===== config.mk =====
export PLATFORM = sky130hd
export DESIGN_NAME = rig_gen
export DESIGN_NICKNAME = d
export VERILOG_FILES = /design/src/design/rig_gen.v /design/src/design/rig_fifo.v
export VERILOG_INCLUDE_DIRS = /design/src /design/src/common
export SDC_FILE = /design/constraint.sdc
export NUM_CORES = 2
export LEC_CHECK = 0
export ABC_CLOCK_PERIOD_IN_PS = 9350
export BUFFER_PORTS_ARGS = -buffer_cell sky130_fd_sc_hd__buf_2
export CORE_MARGIN = 10
export CORE_UTILIZATION = 30
export DETAILED_ROUTE_END_ITERATION = 8
export HOLD_SLACK_MARGIN = 0.08
export MAX_ROUTING_LAYER = met4
export PLACE_DENSITY = 0.44
export SLEW_MARGIN = 20
export SYNTH_ARGS = -nofsm -noshare
export SYNTH_HDL_FRONTEND = slang
export SYNTH_SLANG_ARGS = --single-unit

===== constraint.sdc =====
create_clock -name clk_i -period 9.35 [get_ports clk_i]
set_input_delay 0.4675 -clock clk_i [delete_from_list [all_inputs] [get_ports clk_i]]
set_output_delay 0.4675 -clock clk_i [all_outputs]
set_load 0.01 [all_outputs]

===== src/common/rig_defines.vh =====
// Constants for the remote index generator of the block mover
`ifndef RIG_DEFINES_VH
`define RIG_DEFINES_VH
// Remote index width in bits
`define RIG_IDX_W 36
// Local memory word width
`define RIG_WORD_W 64
// Index list pointer width (counts 64-bit words)
`define RIG_PTR_W 24
// Packet count register width and its reset value
`define RIG_CNT_W 16
`define RIG_CNT_RST 16'h0000
// Indexes fetched per list read (one cache line)
`define RIG_GROUP 3'h4
// Pointer step after each list read
`define RIG_PTR_STEP 24'h000004
// Local memory group address width (pointer bits 23:2)
`define RIG_GADDR_W 22
// Byte address bit that the pointer's bit 0 stands for
`define RIG_PTR_BYTE_LSB 3
// Transfer kinds
`define RIG_KIND_SREAD 2'h0
`define RIG_KIND_SWRITE 2'h1
`define RIG_KIND_GATHER 2'h2
`define RIG_KIND_SCATTER 2'h3
// FIFO geometry
`define RIG_FIFO_DEPTH 16
`define RIG_FIFO_AW 4
`endif


===== src/design/rig_gen.v =====
// Remote index generation stage of the block mover
`timescale 1ns/100ps
`include "rig_defines.vh"
module rig_gen (
  // Clock and reset
  input wire clk_i,
  input wire rst_b_i,
  // Programming port from the processing node
  input wire load_i,
  input wire [1:0] kind_i,
  input wire [`RIG_IDX_W-1:0] base_i,
  input wire [`RIG_IDX_W-1:0] step_i,
  input wire [`RIG_PTR_W-1:0] list_ptr_i,
  input wire [`RIG_CNT_W-1:0] count_i,
  input wire [`RIG_IDX_W-1:0] node_mask_i,
  input wire start_i,
  // Status
  output reg busy_o,
  output reg done_o,
  output reg [`RIG_CNT_W-1:0] packet_count_o,
  output reg [`RIG_PTR_W-1:0] list_ptr_o,
  output reg [`RIG_IDX_W-1:0] base_o,
  // Local memory read port for index lists
  output reg mem_req_o,
  output reg [`RIG_GADDR_W-1:0] mem_addr_o,
  input wire mem_gnt_i,
  input wire mem_rvalid_i,
  input wire [4*`RIG_WORD_W-1:0] mem_rdata_i,
  // Stream of indexes to the splitter
  output reg idx_valid_o,
  input wire idx_ready_i,
  output reg [`RIG_IDX_W-1:0] idx_data_o,
  output reg [`RIG_IDX_W-1:0] idx_mask_o
);

  // ---------------------------------------------------------------
  // State and storage
  // ---------------------------------------------------------------
  localparam ST_IDLE = 3'h0;
  localparam ST_STRIDE = 3'h1;
  localparam ST_FREQ = 3'h2;
  localparam ST_FWAIT = 3'h3;
  localparam ST_FEMIT = 3'h4;
  localparam ST_DRAIN = 3'h5;

  reg [2:0] state_r;
  reg [2:0] state_nxt;
  reg [1:0] kind_r;
  // remote_index_base_reg, remote_step_reg, index_list_pointer_reg
  reg [`RIG_IDX_W-1:0] remote_index_base_reg_r;
  reg [`RIG_IDX_W-1:0] remote_step_reg_r;
  reg [`RIG_PTR_W-1:0] index_list_pointer_reg_r;
  // Packet count plus one extra bit so zero can mean 65,536
  reg [`RIG_CNT_W:0] left_r;
  reg [`RIG_IDX_W-1:0] node_bit_mask_reg_r;
  reg first_r;
  reg [4*`RIG_IDX_W-1:0] group_r;
  reg [2:0] slot_r;
  reg [`RIG_IDX_W-1:0] sum_r;

  wire fifo_ready;
  wire fifo_valid;
  wire [`RIG_IDX_W-1:0] fifo_data;
  wire push;
  wire pop;
  wire list_kind;
  wire [`RIG_IDX_W-1:0] step_term;
  wire [`RIG_IDX_W-1:0] cur_list_idx;
  wire [4*`RIG_IDX_W-1:0] fetched;
  wire last_one;

  // ---------------------------------------------------------------
  // Datapath
  // ---------------------------------------------------------------
  // kind decode
  assign list_kind = (kind_r == `RIG_KIND_GATHER) |
                     (kind_r == `RIG_KIND_SCATTER);

  assign step_term = first_r ? {`RIG_IDX_W{1'b0}} : remote_step_reg_r;

  // take the low index bits of each 64-bit word in the line
  genvar g;
  generate
    for (g = 0; g < 4; g = g + 1) begin : g_word
      assign fetched[g*`RIG_IDX_W +: `RIG_IDX_W] =
        mem_rdata_i[g*`RIG_WORD_W +: `RIG_IDX_W];
    end
  endgenerate

  assign cur_list_idx = group_r[slot_r[1:0]*`RIG_IDX_W +: `RIG_IDX_W];

  // Push only when the FIFO has room; back-pressure stalls generation
  assign push = ((state_r == ST_STRIDE) | (state_r == ST_FEMIT)) &
                fifo_ready;
  // count of up to 65,536 ends on the last index
  assign last_one = (left_r == {{`RIG_CNT_W{1'b0}}, 1'b1});

  // index is opaque here; mask travels with it for the splitter
  always @* begin
    // list index rides the stride path
    if (state_r == ST_FEMIT) begin
      sum_r = remote_index_base_reg_r + cur_list_idx;
    end else begin
      sum_r = remote_index_base_reg_r + step_term;
    end
  end

  // ---------------------------------------------------------------
  // Output FIFO toward the splitter
  // ---------------------------------------------------------------
  rig_fifo #(
    .WIDTH(`RIG_IDX_W),
    .DEPTH(`RIG_FIFO_DEPTH),
    .AW(`RIG_FIFO_AW)
  ) u_fifo (
    .clk_i(clk_i),
    .rst_b_i(rst_b_i),
    .in_valid_i(push),
    .in_ready_o(fifo_ready),
    .in_data_i(sum_r),
    .out_valid_o(fifo_valid),
    .out_ready_i(pop),
    .out_data_o(fifo_data),
    .flush_i(1'b0)
  );

  // Registered output stage: load when empty or being taken
  assign pop = fifo_valid & (~idx_valid_o | idx_ready_i);

  always @(posedge clk_i or negedge rst_b_i) begin
    if (!rst_b_i) begin
      idx_valid_o <= 1'b0;
      idx_data_o <= {`RIG_IDX_W{1'b0}};
      idx_mask_o <= {`RIG_IDX_W{1'b0}};
    end else if (pop) begin
      idx_valid_o <= 1'b1;
      idx_data_o <= fifo_data;
      idx_mask_o <= node_bit_mask_reg_r;
    end else if (idx_ready_i) begin
      idx_valid_o <= 1'b0;
    end
  end

  // ---------------------------------------------------------------
  // Sequencer
  // ---------------------------------------------------------------
  always @* begin
    state_nxt = state_r;
    case (state_r)
      ST_IDLE: begin
        // one start runs the whole transfer
        if (start_i) begin
          state_nxt = list_kind ? ST_FREQ : ST_STRIDE;
        end
      end
      ST_STRIDE: begin
        if (push && last_one) begin
          state_nxt = ST_DRAIN;
        end
      end
      ST_FREQ: begin
        if (mem_gnt_i) begin
          state_nxt = ST_FWAIT;
        end
      end
      ST_FWAIT: begin
        if (mem_rvalid_i) begin
          state_nxt = ST_FEMIT;
        end
      end
      ST_FEMIT: begin
        if (push) begin
          // short final line: unused indexes ignored
          // count spent mid-group: drop the rest
          if (last_one) begin
            state_nxt = ST_DRAIN;
          end else if (slot_r == 3'h3) begin
            state_nxt = ST_FREQ;
          end
        end
      end
      ST_DRAIN: begin
        if (!fifo_valid && !idx_valid_o) begin
          state_nxt = ST_IDLE;
        end
      end
      default: begin
        state_nxt = ST_IDLE;
      end
    endcase
  end

  // Registers of the engine
  always @(posedge clk_i or negedge rst_b_i) begin
    if (!rst_b_i) begin
      state_r <= ST_IDLE;
      kind_r <= `RIG_KIND_SREAD;
      remote_index_base_reg_r <= {`RIG_IDX_W{1'b0}};
      remote_step_reg_r <= {`RIG_IDX_W{1'b0}};
      index_list_pointer_reg_r <= {`RIG_PTR_W{1'b0}};
      left_r <= {1'b0, `RIG_CNT_RST};
      node_bit_mask_reg_r <= {`RIG_IDX_W{1'b0}};
      first_r <= 1'b0;
      group_r <= {4*`RIG_IDX_W{1'b0}};
      slot_r <= 3'h0;
    end else begin
      state_r <= state_nxt;
      case (state_r)
        ST_IDLE: begin
          // Loads are only honoured while idle
          if (load_i) begin
            kind_r <= kind_i;
            remote_index_base_reg_r <= base_i;
            remote_step_reg_r <= step_i;
            index_list_pointer_reg_r <= list_ptr_i;
            left_r <= {1'b0, count_i};
            node_bit_mask_reg_r <= node_mask_i;
          end
          if (start_i) begin
            first_r <= 1'b1;
            if (left_r == {(`RIG_CNT_W+1){1'b0}}) begin
              left_r <= {1'b1, {`RIG_CNT_W{1'b0}}};
            end
          end
        end
        ST_STRIDE: begin
          if (push) begin
            remote_index_base_reg_r <= sum_r;
            first_r <= 1'b0;
            left_r <= left_r - {{`RIG_CNT_W{1'b0}}, 1'b1};
          end
        end
        ST_FREQ: begin
          if (mem_gnt_i) begin
            index_list_pointer_reg_r <=
              index_list_pointer_reg_r + `RIG_PTR_STEP;
          end
        end
        ST_FWAIT: begin
          if (mem_rvalid_i) begin
            group_r <= fetched;
            // aligned list starts at slot zero
            slot_r <= 3'h0;
          end
        end
        ST_FEMIT: begin
          if (push) begin
            left_r <= left_r - {{`RIG_CNT_W{1'b0}}, 1'b1};
            slot_r <= slot_r + 3'h1;
          end
        end
        default: begin
        end
      endcase
    end
  end

  // ---------------------------------------------------------------
  // Memory request and status outputs
  // ---------------------------------------------------------------
  // Request held until granted; address is the group of four
  always @(posedge clk_i or negedge rst_b_i) begin
    if (!rst_b_i) begin
      mem_req_o <= 1'b0;
      mem_addr_o <= {`RIG_GADDR_W{1'b0}};
    end else begin
      mem_req_o <= (state_nxt == ST_FREQ);
      // pointer bits 23:2 pick the line
      if (state_nxt == ST_FREQ && state_r != ST_FREQ) begin
        mem_addr_o <= index_list_pointer_reg_r[`RIG_PTR_W-1:2];
      end
    end
  end

  // Status mirrors; done pulses when the last index leaves
  always @(posedge clk_i or negedge rst_b_i) begin
    if (!rst_b_i) begin
      busy_o <= 1'b0;
      done_o <= 1'b0;
      packet_count_o <= `RIG_CNT_RST;
      list_ptr_o <= {`RIG_PTR_W{1'b0}};
      base_o <= {`RIG_IDX_W{1'b0}};
    end else begin
      busy_o <= (state_nxt != ST_IDLE);
      done_o <= (state_r == ST_DRAIN) && (state_nxt == ST_IDLE);
      packet_count_o <= left_r[`RIG_CNT_W-1:0];
      list_ptr_o <= index_list_pointer_reg_r;
      base_o <= remote_index_base_reg_r;
    end
  end

endmodule


===== src/design/rig_fifo.v =====
// Synchronous FIFO with valid/ready on both sides
`timescale 1ns/100ps
module rig_fifo #(
  parameter WIDTH = 36,
  parameter DEPTH = 16,
  parameter AW = 4
) (
  // Clock and reset
  input wire clk_i,
  input wire rst_b_i,
  // Fill side
  input wire in_valid_i,
  output wire in_ready_o,
  input wire [WIDTH-1:0] in_data_i,
  // Drain side
  output wire out_valid_o,
  input wire out_ready_i,
  output wire [WIDTH-1:0] out_data_o,
  // Flush (drops all held words)
  input wire flush_i
);

  reg [WIDTH-1:0] mem_r [0:DEPTH-1];
  reg [AW-1:0] wr_ptr_r;
  reg [AW-1:0] rd_ptr_r;
  reg [AW:0] count_r;
  wire push;
  wire pop;

  // Honest full and empty from the word count
  assign in_ready_o = (count_r != DEPTH[AW:0]);
  assign out_valid_o = (count_r != {(AW+1){1'b0}});
  assign out_data_o = mem_r[rd_ptr_r];
  assign push = in_valid_i & in_ready_o;
  assign pop = out_valid_o & out_ready_i;

  // Storage has no reset; only pointers and count need one
  always @(posedge clk_i) begin
    if (push) begin
      mem_r[wr_ptr_r] <= in_data_i;
    end
  end

  // Pointer and count update
  always @(posedge clk_i or negedge rst_b_i) begin
    if (!rst_b_i) begin
      wr_ptr_r <= {AW{1'b0}};
      rd_ptr_r <= {AW{1'b0}};
      count_r <= {(AW+1){1'b0}};
    end else if (flush_i) begin
      wr_ptr_r <= {AW{1'b0}};
      rd_ptr_r <= {AW{1'b0}};
      count_r <= {(AW+1){1'b0}};
    end else begin
      if (push) begin
        wr_ptr_r <= wr_ptr_r + {{(AW-1){1'b0}}, 1'b1};
      end
      if (pop) begin
        rd_ptr_r <= rd_ptr_r + {{(AW-1){1'b0}}, 1'b1};
      end
      if (push && !pop) begin
        count_r <= count_r + {{AW{1'b0}}, 1'b1};
      end else if (pop && !push) begin
        count_r <= count_r - {{AW{1'b0}}, 1'b1};
      end
    end
  end

endmodule


Word-level counts from Yosys, hierarchy flattened
Memory sizes are Yosys's and may differ from the RTL's. A register that Yosys moved wholly into a read port is not among the register bits.
Cells that the tools add are included.
Storage, ports and cells
  register bits: 453
  memory bits (writable): 576
  bits of input ports: 413
  output and inout port bits: 174
  logic and storage cells: 126
  memories: 1
Operators by class
  $add $sub $neg: 9
  multiply operators: 1
  equality and inequality tests: 19
  shifts and indexed selects: 1
  muxes and demuxes: 35
  bitwise operators: 8
  reductions and logical operators: 30
Memories
  u_fifo.mem_r: words 16, width 36, rd ports 1, clocked after memory_dff 1, write ports 1, RTL line rig_fifo.v:23  | reg [WIDTH-1:0] mem_r [0:DEPTH-1];
Operator list (count)
  $mux W36: 4
  $shiftx A144 B9 Y36: 1
  $add A36 B36 Y36: 2
  $pmux W36 S2: 1
  $mux W17: 4
  $mux W24: 2
  $pmux W24 S2: 1
  $pmux W17 S2: 1
  $mux W3: 10
  $add A24 B3 Y24 const B: 1
  $pmux W3 S6: 1
  $eq A17 B1 Y1 const B: 1
  $logic_not A17 Y1: 1
  $sub A17 B1 Y17 const B: 1
  $eq A3 B2 Y1 const B: 4
  $ne A2 B2 Y1 const B: 6
  $reduce_and A3 Y1: 4
  $reduce_bool A2 Y1: 6
  $mux W5: 2
  $add A4 B1 Y4 const B: 2
  $eq A3 B3 Y1 const B: 2
  $logic_and A1 B1 Y1: 6
  $logic_not A3 Y1: 2
  $mul A2 B4 Y6 const B: 1
  other kinds (20): 37

Longest topological paths before layout
  word-level depth: 8
  depth in mapped cells: 17
  depth with buffers taken out: 15

Modules after synthesis
A second synthesis with hierarchy kept.
Second synthesis, totals
  cells, all modules: 2674
  area, all modules: 44904.3 sq um
By module, submodules not included
  rig_fifo: times used 1, cells each 911, area each 23244.8 sq um, seq. area each 17621.9 sq um
  rig_gen: times used 1, cells each 1763, area each 21659.5 sq um, seq. area each 11886.4 sq um

Worst setup path before layout
No wires, ideal clock.
  path kind: register to register
  start point: reg slot_r[0]
  end point: mem u_fifo.mem_r[0][30], data pin
  library setup time: 0.289 ns
  data arrival time: 4.447 ns
  data required time: 9.061 ns
  setup slack: 4.613 ns
  cell stages (with the launch flop): 14
  buffers on the path: 2
  clock period less this slack: 4.737 ns
  path through: dfrtp_1 buf_1 buf_1 mux4_2 nand2_1 o21ai_0 ha_1 o211ai_1 o21a_1 o31a_2 o31a_2 o211a_1 o21ai_1 xor2_1
On the way
  word-level cells in the longest chain between the ends: 4
RTL lines
  start, declared: RTL line rig_gen.v:58  | reg [2:0] slot_r;
  start signal, assigned: RTL line rig_gen.v:249  | slot_r <= slot_r + 3'h1;
  $mul A2 B4 Y6 (no line)
  $shiftx A144 B9 Y36: RTL line rig_gen.v:90  | assign cur_list_idx = group_r[slot_r[1:0]*`RIG_IDX_W +: `RIG_IDX_W];
  $add A36 B36 Y36: RTL line rig_gen.v:102  | sum_r = remote_index_base_reg_r + cur_list_idx;
  $mux W36: RTL line rig_gen.v:101  | if (state_r == ST_FEMIT) begin
  named net sum_r[30]: RTL line rig_gen.v:59  | reg [`RIG_IDX_W-1:0] sum_r;
  end, declared: RTL line rig_fifo.v:23
The timed path passes the listed nets, and every way through them passes these cells.

Worst setup path in the final report
  start point: reg state_r[0]
  end point: mem u_fifo.mem_r[10][33], data pin
On the way
  word-level cells in the longest chain between the ends: 2
RTL lines
  start, declared: RTL line rig_gen.v:46  | reg [2:0] state_r;
  start signal, assigned: RTL line rig_gen.v:207  | state_r <= state_nxt;
  $eq A3 B3 Y1: RTL line rig_gen.v:101
  $mux W36: RTL line rig_gen.v:101
  named net sum_r[33]: RTL line rig_gen.v:59
The timed path passes the listed nets, and every way through them passes these cells.

==> key figures <==
Outcome
  – Status: finished clean

Clocking
  – Clock Path Buffers: 3
  – Num Clock Sinks: 1064
  – CTS tree: done
  – Worst-Skew Late Latency: 0.74 ns
  – H-tree Lvls: 3
  – Worst-path clk slew: 0.06 ns
  – Setup Fix Bufs, Post-CTS: 0
  – PostCTS Resize Cnt: 0
  – Total CTS buffers: 116
  – Clk root buf: clkbuf_16
  – Hold-fix buffer count after cts: 282

Routing
  – Routed length per placed instance: 23.9 µm
  – Antenna-violating nets left: 0
  – Drt pass-1 iters: 5
  – Vias: 26552
  – DRT Wirelength: 134 mm
  – Via density: 4.74
  – 1st-iter DRT viols: 1981
  – DRC: 0

Floorplan
  – Row cnt: 140
  – DIE AREA: 0.162 mm²
  – Die height: 403 µm
  – Core ar.: 0.146 mm²
  – Initial Util: 30.2%
  – # IOs: 587
  – Die width: 403 µm

Placement
  – Routability congestion estimate: 0.814
  – Port Buffers: 473
  – DP Cell Count: 5054
  – Placement Cell Area: 0.0488 mm²
  – Post-DP HPWL: 86.3 mm
  – Pre-CTS WS: 3.39 ns

Timing
  – Final Hold Viols: 0
  – Worst-Margin Slew: 1.08 ns
  – Final Critical Period: 5.87 ns
  – Slew HR: 27.9%
  – RSZ-0062 raised after global routing: false
  – Pins Over Slew Limit: 0
  – Period utilization: 62.8%
  – Final setup TNS: 0 ns
  – # setup viols final: 0
  – Highest clock rate: 170 MHz
  – Post-route setup slack: 3.48 ns
  – Clock skew: 0.0539 ns

Logic synthesis
  – Ys Warns: 0
  – Syn Area/Cell: 15.9 µm²
  – Post-synthesis cell count: 2754
  – Ys async rst share: 45.9%
  – Yosys cell types: 68
  – Flops & latches, synth: 1064
  – Post-synth net total: 3219
  – EDFF count, synth: 576
  – Seq/Total Area, Yosys: 67.2%
  – Ys flop type: edfxtp_1
  – Mapped Area: 0.0439 mm²

Setup path
  – Worst EP required: 9.72 ns
  – CP cell instances: nand2b_1, nor2_4, buf_4, o21ai_0, ha_1, o211ai_1, o21ai_0, nand4bb_1, nand3_1, a31oi_1, o21ai_0, a21oi_1, xnor2_2
  – Critical Path Most Common Cell: o21ai_0
  – Kind of critical path: flip-flop to flip-flop
  – Max incr delay on CP: 0.82 ns
  – Worst Path Max Fanout: 41
  – Crit. End Element: flip-flop
  – Worst EP arrival: 6.24 ns
  – CP max-delay cell: xnor2_2
  – Type of origin of the critical path: flip-flop

Final layout
  – Finished Cell Area: 0.0556 mm²
  – Fillers: 13720
  – Syn-to-layout area delta: 26.6%
  – Non-Filler Instances: 5606
  – Share of cells above drive strength 1: 34.6%
  – Nets: 4003

GRT
  – GR Layer Usage met1: 22.2%
  – First-pass GRT wire length: 200 mm
  – Largest net degree at the start of global routing: 137
  – Antenna violations before repair: 53
  – Number of global-route vias before repair: 28867
  – GRT busiest layer: met2
  – Met3 Usage GRT: 4.33%
  – Total grt overflow: 0
  – Met2 usage: 26.0%
  – GRT Total Usage: 16.8%

Worst hold path
  – Hold Crit Class: input port to flip-flop

Flow run
  – Max-Cap Viols: 0

Power
  – Pwr/cell area: 429 mW/mm²
  – Max VDD drop: 0.290 mV
  – Leakage: 21.5 nW
  – Final Power: 23.9 mW
-- worst paths after layout --
kind,depth (start not counted),slack [ns],to,from
min reg2reg,0,0.38,list_ptr_o[1]$_DFF_PN0_,index_list_pointer_reg_r[1]$_DFFE_PN0P_
max reg2reg,13,3.48,u_fifo.mem_r[10][33]$_DFFE_PP_,state_r[0]$_DFF_PN0_
min,3,0.15,remote_index_base_reg_r[30]$_DFFE_PN0P_,base_i[30]
max,13,3.48,u_fifo.mem_r[10][33]$_DFFE_PP_,state_r[0]$_DFF_PN0_
min in group asynchronous,2,0.36,mem_addr_o[16]$_DFFE_PN0P_,rst_b_i
max in group asynchronous,4,6.81,idx_data_o[22]$_DFFE_PN0P_,rst_b_i
-- placed cells by master, fill, tap and decap left out, types with 8 or more instances in the layout --
| master | synthesis | layout |
|---|---|---|
| clkbuf_1 | 124 | 35 |
| buf_4 | 0 | 64 |
| a31oi_1 | 22 | 22 |
| edfxtp_1 | 576 | 576 |
| nand4_1 | 12 | 12 |
| nand2b_1 | 43 | 43 |
| xnor2_1 | 31 | 24 |
| o21ai_0 | 124 | 124 |
| buf_2 | 12 | 472 |
| clkbuf_16 | 0 | 117 |
| nor2_4 | 1 | 10 |
| inv_1 | 23 | 22 |
| clkinv_2 | 0 | 22 |
| ha_1 | 50 | 50 |
| dlygate4sd3_1 | 0 | 282 |
| dfrtp_1 | 488 | 482 |
| mux2i_1 | 15 | 15 |
| a22oi_1 | 11 | 11 |
| o22ai_1 | 17 | 17 |
| and3_1 | 10 | 10 |
| nand3_1 | 39 | 39 |
| clkinv_1 | 0 | 8 |
| diode_2 | 0 | 50 |
| nor3_1 | 19 | 14 |
| o21bai_1 | 9 | 9 |
| mux4_2 | 202 | 202 |
| clkbuf_8 | 0 | 26 |
| nand2_1 | 297 | 295 |
| a21oi_1 | 99 | 99 |
| xor2_1 | 16 | 15 |
| a21o_1 | 17 | 17 |
| a22o_1 | 9 | 9 |
| mux2_2 | 265 | 265 |
| nor2_1 | 86 | 77 |
| mux2_4 | 20 | 20 |
-- power breakdown --
part / internal, mW / switching [mW] / leakage (nW)
logic: 3.77 / 6.09 / 8.63
clock network: 2.62 / 1.93 / 1.87
registers: 8.52 / 0.933 / 11.0
-- routing by layer --
layer	part of all wire, %	wire, µm
met5	0	0
met4	1.9	2550
met3	6.4	8550
met2	47	62900
met1	45	60100
-- layout make-up --
| type | count | area (µm²) | area share (%) |
|---|---|---|---|
| Inverter | 23 | 86.3 | 0.155 |
| Clock inverter | 41 | 380 | 0.685 |
| Tap cell | 1917 | 2400 | 4.32 |
| Clock buffer | 178 | 3420 | 6.15 |
| Multi-Input combinational cell | 1510 | 13900 | 25.0 |
| Antenna cell | 50 | 125 | 0.225 |
| Timing Repair Buffer | 823 | 5770 | 10.4 |
| Sequential cell | 1064 | 29500 | 53.1 |
-- synth_stat cells, drive strengths merged, types with 22 or more instances --
cell type,number,area share [%]
ha,50,1.4
dfrtp,488,28
buf,33,0.39
a21oi,100,1.1
mux2,285,7.5
edfxtp,576,39
mux4,202,10
nand2,298,2.6
xnor2,31,0.62
clkbuf,124,1.1
nor2,87,0.76
inv,23,0.20
a31oi,22,0.31
nand3,39,0.44
nand2b,43,0.61
o21ai,125,1.4
-- sequential cells by signal, indices dropped and copies added (netlist names), 17 cells and up --
signal and flops:
index_list_pointer_reg_r 24, base_o 36, idx_mask_o 36, left_r 17, mem_addr_o 22, list_ptr_o 24
group_r 144, remote_step_reg_r 36, idx_data_o 36, node_bit_mask_reg_r 36, remote_index_base_reg_r 36, u_fifo.mem_r 576
-- per-stage QoR --
step | hold slack [ns] | util, %
2_1_floorplan | 0.172 | -
3_3_place_gp | 0.356 | 33.5
3_5_place_dp | 0.364 | 33.5
4_1_cts | 0.0851 | 38.1
5_1_grt | 0.139 | 38.2
6_report | 0.154 | 38.2
-- critical path: cells and delay by family (launching register included) --
| kind | cells | cell delay, ns |
|---|---|---|
| AOI/OAI and AO/OA | 6 | 1.76 |
| and+or+nand+nor | 4 | 1.38 |
| xor gates and xnor gates | 1 | 0.82 |
| DFF | 1 | 0.57 |
| buffers and inverters | 1 | 0.48 |
| adders and majority gates | 1 | 0.45 |
-- logic make-up (layout without fill, tap and decap cells) --
kind of cell	Yosys count	after routing	share of synthesized area, %
AOI/OAI and AO/OA	355	355	4.85
buffers and inverters	180	1065	1.65
adders and majority gates	53	53	1.54
muxes	502	502	18.2
and+or+nand+nor	553	553	5.63
xor gates and xnor gates	47	47	0.938
other	0	50	0
DFF	1064	1064	67.2
Note: power is estimated with default switching activity, not from simulation.
